File: src/osc_fail_monitor_regs.svh
// Register offsets, field positions, reset values and counts for the clock control block.
// Assumes a 32-bit AXI4-Lite bus with one aligned word per register.
`ifndef OSC_FAIL_MONITOR_REGS_SVH
`define OSC_FAIL_MONITOR_REGS_SVH

`define TRIM_OFS 8'h00
`define CTRL_OFS 8'h04
`define STAT_OFS 8'h08
`define FORCE_OFS 8'h0C
`define INT_STAT_OFS 8'h10
`define INT_CLR_OFS 8'h14
`define INT_EN_OFS 8'h18

`define TRIM_RST 6'h00
`define SEL_LSB 0
`define DIV_LSB 4
`define FRQ_LSB 8
`define ST_FAILSAFE 8
`define ST_TIMER 9
`define ST_LF_EN 10
`define ST_CONV_EN 11
`define FORCE_CONV_ON 0
`define FORCE_CONV_SEL 1
`define INT_FAIL_BIT 0

`define SEL_HF_INT 3'h6
`define SEL_LF_INT 3'h5
`define SEL_EXT_PLL 3'h2
`define SEL_SECONDARY 3'h4
`define SEL_EXT 3'h7
`define DIV_RST 4'h0
`define FRQ_RST 4'h0

`define SAMPLE_DIV 64
`define OST_EDGES 1024

`define RESP_OKAY 2'h0
`define RESP_SLVERR 2'h2

`endif

File: src/osc_fail_monitor_pkg.sv
// Types shared by the clock control block.
// Assumes the constants header is compiled alongside.
package osc_fail_monitor_pkg;

  typedef enum logic [1:0] {
    ST_IDLE = 2'h0,
    ST_COUNT = 2'h1,
    ST_SWAP = 2'h3
  } startupState_t;

  typedef struct packed {
    logic [2:0] currentClkSelect;
    logic [3:0] currentDivider;
    logic [3:0] hfFreqSelect;
    logic failSafe;
    logic startupBusy;
    logic lowFreqEnable;
    logic converterRcEnable;
  } clkState_t;

endpackage : osc_fail_monitor_pkg

File: src/osc_tune_and_fail_safe_monitor.sv
// Clock source control: oscillator trim, oscillator enables and fail-safe clock monitor.
// Assumes extClk and lowFreqInternalClk arrive already synchronous to sys_clk,
// and that sys_clk runs much faster than either of them.
`timescale 1ns/10ps
`include "osc_fail_monitor_regs.svh"
`default_nettype none

module osc_tune_and_fail_safe_monitor
  import osc_fail_monitor_pkg::*;
#(
  parameter int unsigned SAMPLE_DIV = `SAMPLE_DIV,
  parameter int unsigned OST_COUNT = `OST_EDGES
) (
  // Clock and reset.
  input wire logic sys_clk,
  input wire logic rst_b,
  // AXI4-Lite write channels.
  input wire logic [31:0] awaddr,
  input wire logic awvalid,
  output logic awready,
  input wire logic [31:0] wdata,
  input wire logic [3:0] wstrb,
  input wire logic wvalid,
  output logic wready,
  output logic [1:0] bresp,
  output logic bvalid,
  input wire logic bready,
  // AXI4-Lite read channels.
  input wire logic [31:0] araddr,
  input wire logic arvalid,
  output logic arready,
  output logic [31:0] rdata,
  output logic [1:0] rresp,
  output logic rvalid,
  input wire logic rready,
  // Configuration straps and core events.
  input wire logic monitorEnableCfg,
  input wire logic [2:0] resetClkSelectCfg,
  input wire logic sleepExec,
  // Clock inputs sampled as levels.
  input wire logic extClk,
  input wire logic lowFreqInternalClk,
  // Outputs.
  output logic [5:0] oscTrimValue,
  output clkState_t clkState,
  output logic irq
);

  localparam int unsigned HALF_DIV = SAMPLE_DIV / 2;
  localparam logic [15:0] HALF_LAST = 16'(HALF_DIV - 1);
  localparam logic [15:0] OST_LAST = 16'(OST_COUNT - 1);

  function automatic logic isExternal(input logic [2:0] sel);
    return (sel == `SEL_EXT) || (sel == `SEL_EXT_PLL) || (sel == `SEL_SECONDARY);
  endfunction : isExternal

  // Bus slave state.
  logic awHeld_r;
  logic [7:0] awAddr_r;
  logic wHeld_r;
  logic [31:0] wData_r;
  logic [3:0] wStrb_r;
  logic bvalid_r;
  logic [1:0] bresp_r;
  logic rvalid_r;
  logic [31:0] rdata_r;
  logic [1:0] rresp_r;
  logic doWrite;
  logic doRead;
  logic wrHit;
  logic [31:0] readWord;
  logic readHit;

  // Control state.
  logic started_r;
  logic [2:0] resetSel_r;
  logic [5:0] trim_r;
  logic [2:0] newSel_r;
  logic [3:0] newDiv_r;
  logic [3:0] freq_r;
  logic [2:0] curSel_r;
  logic [3:0] curDiv_r;
  logic failSafe_r;
  logic convForce_r;
  logic convSelRc_r;
  logic failFlag_r;
  logic failIntEn_r;
  startupState_t ostState_r;
  logic [15:0] ostCnt_r;

  // Monitor state.
  logic lfPrev_r;
  logic extPrev_r;
  logic [15:0] divCnt_r;
  logic sampleClk_r;
  logic detLatch_r;
  logic armed_r;
  logic lfRise;
  logic extFall;
  logic sampleRise;
  logic sampleFall;
  logic monActive;
  logic failDet;

  logic ctrlWrite;
  logic [31:0] ctrlWord;

  assign awready = !awHeld_r && !bvalid_r;
  assign wready = !wHeld_r && !bvalid_r;
  assign arready = !rvalid_r;
  assign bvalid = bvalid_r;
  assign bresp = bresp_r;
  assign rvalid = rvalid_r;
  assign rdata = rdata_r;
  assign rresp = rresp_r;
  assign doWrite = awHeld_r && wHeld_r && !bvalid_r;
  assign doRead = arvalid && !rvalid_r;

  always_ff @(posedge sys_clk or negedge rst_b) begin
    if (!rst_b) begin
      awHeld_r <= 1'b0;
      awAddr_r <= 8'h00;
    end else if (awvalid && awready) begin
      awHeld_r <= 1'b1;
      awAddr_r <= awaddr[7:0];
    end else if (doWrite) begin
      awHeld_r <= 1'b0;
    end
  end

  always_ff @(posedge sys_clk or negedge rst_b) begin
    if (!rst_b) begin
      wHeld_r <= 1'b0;
      wData_r <= 32'h0000_0000;
      wStrb_r <= 4'h0;
    end else if (wvalid && wready) begin
      wHeld_r <= 1'b1;
      wData_r <= wdata;
      wStrb_r <= wstrb;
    end else if (doWrite) begin
      wHeld_r <= 1'b0;
    end
  end

  always_comb begin
    case (awAddr_r)
      `TRIM_OFS, `CTRL_OFS, `STAT_OFS, `FORCE_OFS,
      `INT_STAT_OFS, `INT_CLR_OFS, `INT_EN_OFS: wrHit = 1'b1;
      default: wrHit = 1'b0;
    endcase
  end

  always_ff @(posedge sys_clk or negedge rst_b) begin
    if (!rst_b) begin
      bvalid_r <= 1'b0;
      bresp_r <= `RESP_OKAY;
    end else if (doWrite) begin
      bvalid_r <= 1'b1;
      bresp_r <= wrHit ? `RESP_OKAY : `RESP_SLVERR;
    end else if (bready) begin
      bvalid_r <= 1'b0;
    end
  end

  always_comb begin
    readWord = 32'h0000_0000;
    readHit = 1'b1;
    case (araddr[7:0])
      `TRIM_OFS: readWord[5:0] = trim_r;
      `CTRL_OFS: readWord = ctrlWord;
      `STAT_OFS: begin
        readWord[`SEL_LSB +: 3] = curSel_r;
        readWord[`DIV_LSB +: 4] = curDiv_r;
        readWord[`ST_FAILSAFE] = failSafe_r;
        readWord[`ST_TIMER] = clkState.startupBusy;
        readWord[`ST_LF_EN] = clkState.lowFreqEnable;
        readWord[`ST_CONV_EN] = clkState.converterRcEnable;
      end
      `FORCE_OFS: begin
        readWord[`FORCE_CONV_ON] = convForce_r;
        readWord[`FORCE_CONV_SEL] = convSelRc_r;
      end
      `INT_STAT_OFS: readWord[`INT_FAIL_BIT] = failFlag_r;
      `INT_CLR_OFS: readWord = 32'h0000_0000;
      `INT_EN_OFS: readWord[`INT_FAIL_BIT] = failIntEn_r;
      default: readHit = 1'b0;
    endcase
  end

  always_ff @(posedge sys_clk or negedge rst_b) begin
    if (!rst_b) begin
      rvalid_r <= 1'b0;
      rdata_r <= 32'h0000_0000;
      rresp_r <= `RESP_OKAY;
    end else if (doRead) begin
      rvalid_r <= 1'b1;
      rdata_r <= readWord;
      rresp_r <= readHit ? `RESP_OKAY : `RESP_SLVERR;
    end else if (rready) begin
      rvalid_r <= 1'b0;
    end
  end

  // The resetClkSelectCfg strap is caught on the first edge after reset release, never by the reset itself.
  always_ff @(posedge sys_clk or negedge rst_b) begin
    if (!rst_b) begin
      started_r <= 1'b0;
      resetSel_r <= `SEL_HF_INT;
    end else if (!started_r) begin
      started_r <= 1'b1;
      resetSel_r <= resetClkSelectCfg;
    end
  end

  // The trim only drives the high-frequency oscillator; apart from the TRIM_OFS read-back nothing else in this block reads it.
  always_ff @(posedge sys_clk or negedge rst_b) begin
    if (!rst_b) begin
      trim_r <= `TRIM_RST;
    end else if (doWrite && awAddr_r == `TRIM_OFS && wStrb_r[0]) begin
      trim_r <= wData_r[5:0];
    end
  end
  assign oscTrimValue = trim_r;

  always_ff @(posedge sys_clk or negedge rst_b) begin
    if (!rst_b) begin
      convForce_r <= 1'b0;
      convSelRc_r <= 1'b0;
      failIntEn_r <= 1'b0;
    end else if (doWrite && awAddr_r == `FORCE_OFS && wStrb_r[0]) begin
      convForce_r <= wData_r[`FORCE_CONV_ON];
      convSelRc_r <= wData_r[`FORCE_CONV_SEL];
    end else if (doWrite && awAddr_r == `INT_EN_OFS && wStrb_r[0]) begin
      failIntEn_r <= wData_r[`INT_FAIL_BIT];
    end
  end

  assign ctrlWrite = doWrite && awAddr_r == `CTRL_OFS;
  always_comb begin
    ctrlWord = 32'h0000_0000;
    ctrlWord[`SEL_LSB +: 3] = newSel_r;
    ctrlWord[`DIV_LSB +: 4] = newDiv_r;
    ctrlWord[`FRQ_LSB +: 4] = freq_r;
  end

  // Sample clock: low-frequency clock divided down, a toggle every half period.
  assign lfRise = lowFreqInternalClk && !lfPrev_r;
  assign extFall = !extClk && extPrev_r;
  assign sampleRise = lfRise && divCnt_r == HALF_LAST && !sampleClk_r;
  assign sampleFall = lfRise && divCnt_r == HALF_LAST && sampleClk_r;

  always_ff @(posedge sys_clk or negedge rst_b) begin
    if (!rst_b) begin
      lfPrev_r <= 1'b0;
      extPrev_r <= 1'b0;
    end else begin
      lfPrev_r <= lowFreqInternalClk;
      extPrev_r <= extClk;
    end
  end

  always_ff @(posedge sys_clk or negedge rst_b) begin
    if (!rst_b) begin
      divCnt_r <= 16'h0000;
      sampleClk_r <= 1'b0;
    end else if (lfRise) begin
      if (divCnt_r == HALF_LAST) begin
        divCnt_r <= 16'h0000;
        sampleClk_r <= !sampleClk_r;
      end else begin
        divCnt_r <= divCnt_r + 16'h0001;
      end
    end
  end

  assign monActive = monitorEnableCfg && isExternal(curSel_r) && !failSafe_r;

  // A fall in the same cycle as the sample rise counts, so set beats clear.
  always_ff @(posedge sys_clk or negedge rst_b) begin
    if (!rst_b) begin
      detLatch_r <= 1'b0;
    end else if (extFall) begin
      detLatch_r <= 1'b1;
    end else if (sampleRise) begin
      detLatch_r <= 1'b0;
    end
  end

  // Arming waits for a sample rise, so a partial first window never reports a failure.
  always_ff @(posedge sys_clk or negedge rst_b) begin
    if (!rst_b) begin
      armed_r <= 1'b0;
    end else if (!monActive) begin
      armed_r <= 1'b0;
    end else if (sampleRise) begin
      armed_r <= 1'b1;
    end
  end

  assign failDet = monActive && armed_r && sampleFall && !detLatch_r && !extFall;

  // Clock selection, startup timer and the fail-safe condition.
  always_ff @(posedge sys_clk or negedge rst_b) begin
    if (!rst_b) begin
      newSel_r <= `SEL_HF_INT;
      newDiv_r <= `DIV_RST;
      freq_r <= `FRQ_RST;
      curSel_r <= `SEL_HF_INT;
      curDiv_r <= `DIV_RST;
      failSafe_r <= 1'b0;
      ostState_r <= ST_IDLE;
      ostCnt_r <= 16'h0000;
    end else if (!started_r) begin
      newSel_r <= resetClkSelectCfg;
      curSel_r <= isExternal(resetClkSelectCfg) ? `SEL_HF_INT : resetClkSelectCfg;
      ostState_r <= isExternal(resetClkSelectCfg) ? ST_COUNT : ST_IDLE;
    end else if (failDet) begin
      curSel_r <= `SEL_HF_INT;
      failSafe_r <= 1'b1;
      ostState_r <= ST_IDLE;
    end else if (ctrlWrite) begin
      newSel_r <= wStrb_r[0] ? wData_r[`SEL_LSB +: 3] : newSel_r;
      newDiv_r <= wStrb_r[0] ? wData_r[`DIV_LSB +: 4] : newDiv_r;
      freq_r <= wStrb_r[1] ? wData_r[`FRQ_LSB +: 4] : freq_r;
      failSafe_r <= 1'b0;
      ostCnt_r <= 16'h0000;
      if (wStrb_r[0] && isExternal(wData_r[`SEL_LSB +: 3])) begin
        ostState_r <= ST_COUNT;
      end else begin
        ostState_r <= ST_IDLE;
        curSel_r <= wStrb_r[0] ? wData_r[`SEL_LSB +: 3] : curSel_r;
        curDiv_r <= wStrb_r[0] ? wData_r[`DIV_LSB +: 4] : curDiv_r;
      end
    end else begin
      if (sleepExec) begin
        failSafe_r <= 1'b0;
      end
      case (ostState_r)
        ST_IDLE: begin
          ostCnt_r <= 16'h0000;
        end
        ST_COUNT: begin
          if (extFall) begin
            if (ostCnt_r == OST_LAST) begin
              ostState_r <= ST_SWAP;
            end else begin
              ostCnt_r <= ostCnt_r + 16'h0001;
            end
          end
        end
        ST_SWAP: begin
          curSel_r <= newSel_r;
          curDiv_r <= newDiv_r;
          failSafe_r <= 1'b0;
          ostState_r <= ST_IDLE;
        end
        default: begin
          ostState_r <= ST_IDLE;
        end
      endcase
    end
  end

  // Software clears the flag by writing one; a failure in the same cycle still sets it.
  always_ff @(posedge sys_clk or negedge rst_b) begin
    if (!rst_b) begin
      failFlag_r <= 1'b0;
    end else if (failDet) begin
      failFlag_r <= 1'b1;
    end else if (doWrite && awAddr_r == `INT_CLR_OFS && wStrb_r[0] &&
                 wData_r[`INT_FAIL_BIT]) begin
      failFlag_r <= 1'b0;
    end
  end

  assign irq = failFlag_r && failIntEn_r;

  always_comb begin
    clkState.currentClkSelect = curSel_r;
    clkState.currentDivider = curDiv_r;
    clkState.hfFreqSelect = freq_r;
    clkState.failSafe = failSafe_r;
    clkState.startupBusy = ostState_r != ST_IDLE;
    clkState.lowFreqEnable = resetSel_r == `SEL_LF_INT || newSel_r == `SEL_LF_INT;
    clkState.converterRcEnable = convForce_r || convSelRc_r;
  end

endmodule : osc_tune_and_fail_safe_monitor

`default_nettype wire

File: config.mk
export PLATFORM = sky130hd
export DESIGN_NAME = osc_tune_and_fail_safe_monitor
export DESIGN_NICKNAME = d
export VERILOG_FILES = /design/src/osc_fail_monitor_pkg.sv /design/src/osc_tune_and_fail_safe_monitor.sv
export VERILOG_INCLUDE_DIRS = /design/src
export SDC_FILE = /design/constraint.sdc
export NUM_CORES = 1
export LEC_CHECK = 0
export BUFFER_PORTS_ARGS = -buffer_cell sky130_fd_sc_hd__buf_4
export CAP_MARGIN = 20
export CORE_MARGIN = 1
export CORE_UTILIZATION = 32
export DETAILED_ROUTE_END_ITERATION = 6
export SYNTH_ARGS = -nofsm -noshare
export SYNTH_HDL_FRONTEND = slang
export SYNTH_SLANG_ARGS = --single-unit
export TNS_END_PERCENT = 100
File: constraint.sdc
create_clock -name sys_clk -period 2.44 [get_ports sys_clk]
set_clock_uncertainty 0.1 [all_clocks]
set_input_delay 0.488 -clock sys_clk [delete_from_list [all_inputs] [get_ports sys_clk]]
set_output_delay 0.488 -clock sys_clk [all_outputs]
set_load 0.005 [all_outputs]
Word-level counts from Yosys, hierarchy flattened:

Cells that the tools add are included.

* flip-flop bits (word level): 114
* input bits: 114
* output and inout port bits: 63
* word-level logic and storage cells: 203

* add/sub/neg operators: 2
* equal/unequal tests: 41
* mux-type cells: 54
* bitwise logic cells: 2
* reduce and logical (&&, ||, !) cells: 73

Operators with widths (count)
* $mux W16: 4
* $eq A8 B5 Y1 const B: 6
* $add A16 B1 Y16 const B: 2
* $eq A8 B4 Y1 const B: 4
* $pmux W16 S2: 1
* $logic_and A1 B1 Y1: 30
* $mux W3: 10
* $eq A3 B3 Y1 const B: 8
* $mux W1: 22
* $eq A16 B10 Y1 const B: 1
* $eq A16 B5 Y1 const B: 1
* $eq A8 B3 Y1 const B: 2
* $logic_not A8 Y1: 2
* $mux W4: 4
* $reduce_bool A2 Y1: 8
* $mux W2: 7
* $reduce_or A7 Y1: 2
* $ne A4 B4 Y1 const B: 3
* $pmux W6 S2: 1
* $logic_not A1 Y1: 10
* $ne A2 B2 Y1 const B: 5
* $ne A5 B5 Y1 const B: 2
* $reduce_and A5 Y1: 2
* $eq A3 B2 Y1 const B: 3
* 18 further kinds: 32

Logic depth before layout (Yosys ltp):

* depth in word-level cells: 11
* gate-level depth with buffers: 9
* mapped depth without buffers: 6

Worst setup path before layout:

OpenSTA, ideal clock, no wires.

* path kind: register to register
* start: register awAddr_r[0]
* end: register curDiv_r[0]
* setup time: 0.125 ns
* arrival time: 2.281 ns
* required time: 2.215 ns
* setup slack: -0.066 ns
* cell stages (with the launch flop): 6
* buffers on the path: 0
* clock period less this slack: 2.506 ns
* cell sequence: dfrtp_1 or4_4 nor4_4 mux2_2 nor2_1 mux2_2

* word-level cells in the longest chain between the ends: 4
* elaborated cells on any way between the ends: 7
* those cells by class: eq/ne (3); mux (1); reduce/logical (3)

Ends and longest elaborated chain
* start, declared: RTL line osc_tune_and_fail_safe_monitor.sv:59 `logic [7:0] awAddr_r;`
* start signal, assigned: RTL line osc_tune_and_fail_safe_monitor.sv:125 `awAddr_r <= awaddr[7:0];`
* $eq A8 B3 Y1 (*)
* $logic_and A1 B1 Y1 (no line) (*)
* $ne A2 B2 Y1 (no line) / $reduce_bool A2 Y1 (equally long branches)
* $reduce_and A5 Y1 (no line)
* end signal, assigned: RTL line osc_tune_and_fail_safe_monitor.sv:309 `` curDiv_r <= `DIV_RST; ``
* end signal, assigned: RTL line osc_tune_and_fail_safe_monitor.sv:332 `` curDiv_r <= wStrb_r[0] ? wData_r[`DIV_LSB +: 4] : curDiv_r; ``
* end signal, assigned: RTL line osc_tune_and_fail_safe_monitor.sv:353 `curDiv_r <= newDiv_r;`
* end, declared: RTL line osc_tune_and_fail_safe_monitor.sv:82 `logic [3:0] curDiv_r;`

Every way passes the cells marked *; elsewhere a longest branch is shown, timed or not.
A chain may end at the register's enable or synchronous reset.

Worst setup path in the final report:

* start: register awAddr_r[0]
* end: register newSel_r[1]

* word-level cells in the longest chain between the ends: 4

Ends and longest elaborated chain
* $eq A8 B3 Y1
* $logic_and A1 B1 Y1 (no line)
* $ne A2 B1 Y1 (no line)
* $reduce_and A3 Y1 (no line)
* end signal, assigned: RTL line osc_tune_and_fail_safe_monitor.sv:305 `` newSel_r <= `SEL_HF_INT; ``
* end signal, assigned: RTL line osc_tune_and_fail_safe_monitor.sv:314 `newSel_r <= resetClkSelectCfg;`
* end signal, assigned: RTL line osc_tune_and_fail_safe_monitor.sv:322 `` newSel_r <= wStrb_r[0] ? wData_r[`SEL_LSB +: 3] : newSel_r; ``
* end, declared: RTL line osc_tune_and_fail_safe_monitor.sv:78 `logic [2:0] newSel_r;`

Every way passes these cells.

==> flow_metrics.env <==
export IMPL_outcome="finished with violations"
export IMPL_violations="negative hold slack"
export IMPL_initial_core_util_pct=33.1
export IMPL_die_w_um=133
export IMPL_synth_compound_area_share_pct=10.9
export IMPL_io_buffer_count=84
export IMPL_report_final_slew_viol_count=0
export IMPL_cp_slowest_cell="or4_4"
export IMPL_critPathKind="flip-flop to flip-flop"
export IMPL_yosysSeqAreaShare_pct=50.9
export IMPL_final_nets=748
export IMPL_dieArea_um2=17800
export IMPL_first_iter_violations=224
export IMPL_via_per_inst=4.98
export IMPL_cts_inserted_buffers=9
export IMPL_num_vias=4266
export IMPL_nFillCells=1614
export IMPL_cts_tree="done"
export IMPL_cts_sinks=112
export IMPL_ys_flop_type="dfrtp_1"
export IMPL_clk_pin_slew_ns=0.08
export IMPL_hold_path_class="primary input to asynchronous set/reset pin"
export IMPL_overflow=0
export IMPL_worst_ir_drop_vdd_mv=0.537
export IMPL_synthMuxAreaShare_pct=11.8
export IMPL_yosysUniqueCellTypes=59
export IMPL_final_hold_viol_count=1
export IMPL_synth_adder_area_share_pct=0.453
export IMPL_crit_top_cell="or4_4"
export IMPL_required_ns=2.63
export IMPL_rr_startpoint="awAddr_r[0]"
export IMPL_critical_path_arrival_ns=2.59
export IMPL_period_needed_ns=2.40
export IMPL_wl_per_cell_um=15.1
export IMPL_tightest_slew_ns=0.717
export IMPL_htreeDepth=3
export IMPL_power_leakage_uw=0.00320
export IMPL_holdWs_ns=-0.00131
export IMPL_fmax_mhz=417
export IMPL_ys_warn_count=0
export IMPL_period_share_pct=98.4
export IMPL_r2r_end="newSel_r[1]"
export IMPL_placementRows=47
export IMPL_startpoint_type="flip-flop"
export IMPL_hpwl_um=9910
export IMPL_hold_buffers=0
export IMPL_synth_simple_area_share_pct=17.5
export IMPL_syn_area_um2=5520
export IMPL_final_core_util_pct=41.6
export IMPL_antenna_cells=0
export IMPL_synth_async_reset_ratio_pct=100
export IMPL_synth_edff_count=0
export IMPL_layout_commonest_cell="buf_4"
export IMPL_grt_total_usage_pct=15.5
export IMPL_rr_worst_depth=5
export IMPL_root_buffer="clkbuf_16"
export IMPL_relSlewSlack_pct=52.1
export IMPL_drc=0
export IMPL_cts_setup_buffers=0
export IMPL_drt_first_pass_iters=4
export IMPL_clkLatencyLatePin_ns=0.36
export IMPL_setup_viol=0
export IMPL_ys_ff_latch=112
export IMPL_synth_xor_area_share_pct=2.86
export IMPL_grt_max_degree=43
export IMPL_grt_pass1_vias=4241
export IMPL_final_cell_mix="119 x buf_4, 106 x dfrtp_1, 61 x nand2_1"
export IMPL_reg2reg_slack_ns=0.04
export IMPL_maxCapViolCount=0
export IMPL_power_total_uw=5110
export IMPL_critPathMaxStageDelay_ns=0.60
export IMPL_area_growth_pct=25.9
export IMPL_rsz0062_at_grt="yes"
export IMPL_cts_max_path_buffers=2
export IMPL_path_delay_family="simple AND/OR/NAND/NOR gates"
export IMPL_routed_wl_um=13000
export IMPL_synth_cells=517
export IMPL_cp_end_kind="flip-flop"
export IMPL_postRouteAntennaNets=0
export IMPL_place_gp_congestion=0.803
export IMPL_grt_antenna_before_repair=0
export IMPL_core_area_um2=16700
export IMPL_grt_pass1_wl_um=21800
export IMPL_avgSynthCellArea_um2=10.7
export IMPL_chipHeight_um=133
export IMPL_path_buf_inv=0
export IMPL_synth_top_family_by_area="simple AND/OR/NAND/NOR gates"
export IMPL_pin_count=177
export IMPL_cp_cell_sequence="or4_4 -> or4_4 -> a311oi_4 -> mux2i_1 -> a21oi_1"
export IMPL_power_density_nw_per_um2=735
export IMPL_path_max_fanout=8
export IMPL_drive_gt1_share_pct=32.0
## report_power, final
group / switching (uW) / leakage, uW / internal [uW]
sequential: 301 / 0.00144 / 2170
combinational: 514 / 0.00161 / 619
clock: 694 / 0.000141 / 807
## final cells by class
cell class              instances  area (um2)  share of cell area (%)
flip-flops and latches        112        2810                    40.4
multi-input cells             372        2530                    36.4
repair buffers                126         998                    14.4
well taps                     220         275                    3.96
clock buffers                  11         233                    3.35
clock inverters                 5        63.8                   0.918
inverters                      11        41.3                   0.594
## logic make-up (layout without fill, tap and decap cells)
kind of cell             count (synthesis)  after routing
XOR/XNOR                                18             18
flip-flops                             112            112
multiplexers                            57             57
buffers and inverters                   54            153
AND/OR/NAND/NOR                        184            184
other                                    2             23
AO/OA/AOI/OAI                           88             88
adder cells (fa/ha/maj)                  2              2
## how the worst max path moves through the flow
stage | startpoint | end | slack [ns] | cells past startpoint
5_1_grt | awAddr_r[0] | newSel_r[2] | -0.05 | 5
2_1_floorplan | awAddr_r[0] | ostCnt_r[10] | 0.004 | 7
6_report | awAddr_r[0] | newSel_r[1] | 0.04 | 5
3_5_place_dp | awAddr_r[0] | ostCnt_r[12] | -0.1 | 5
3_3_place_gp | awAddr_r[0] | ostCnt_r[12] | -0.07 | 5
4_1_cts | awAddr_r[0] | curSel_r[1] | 0.01 | 6
## layer usage
metal,track usage [%],part of all wire (%),vias up
met1,21.5,48,2099
met3,3.08,4.9,15
met5,0,0,-
met2,24.2,46,115
li1,-,-,2037
met4,4.80,1.5,0
## Yosys cell counts (9+ instances only)
cell | count | area, um2
inv_1 | 11 | 41.3
clkbuf_1 | 16 | 60.1
a21oi_1 | 10 | 50.1
and3_1 | 9 | 56.3
buf_4 | 23 | 173
nor3_1 | 12 | 60.1
o21ai_0 | 31 | 155
xnor2_1 | 13 | 114
nand2_1 | 61 | 229
mux2_2 | 41 | 462
mux2i_1 | 10 | 100
nor4_1 | 14 | 87.6
nor2_1 | 27 | 101
nand3_1 | 14 | 70.1
dfrtp_1 | 106 | 2650
o22a_1 | 12 | 105
## what timing repair did
action,in CTS,in global routing
gates cloned,0,0
pin swaps,2,2
setup endpoints to repair,20,34
resized for setup,3,8
## per-stage QoR
stage	instances	setup TNS, ns	cell area, um2	setup slack (ns)
after floorplan	538	0	5610	0.00394
after global placement	841	-0.745	6600	-0.0659
after detailed placement	841	-1.11	6600	-0.0988
after CTS	857	0	6910	0.0102
after global routing	857	-0.281	6950	-0.0513
final	857	0	6950	0.0395
## sequential cells by signal, summed over array words and instances (netlist names), 3 cells and up
name,flops
wData_r,12
newDiv_r,4
newSel_r,3
curDiv_r,4
ostCnt_r,16
curSel_r,3
oscTrimValue,6
resetSel_r,3
freq_r,4
divCnt_r,16
rdata,12
awAddr_r,8
Power figures use the tool's default switching activity.
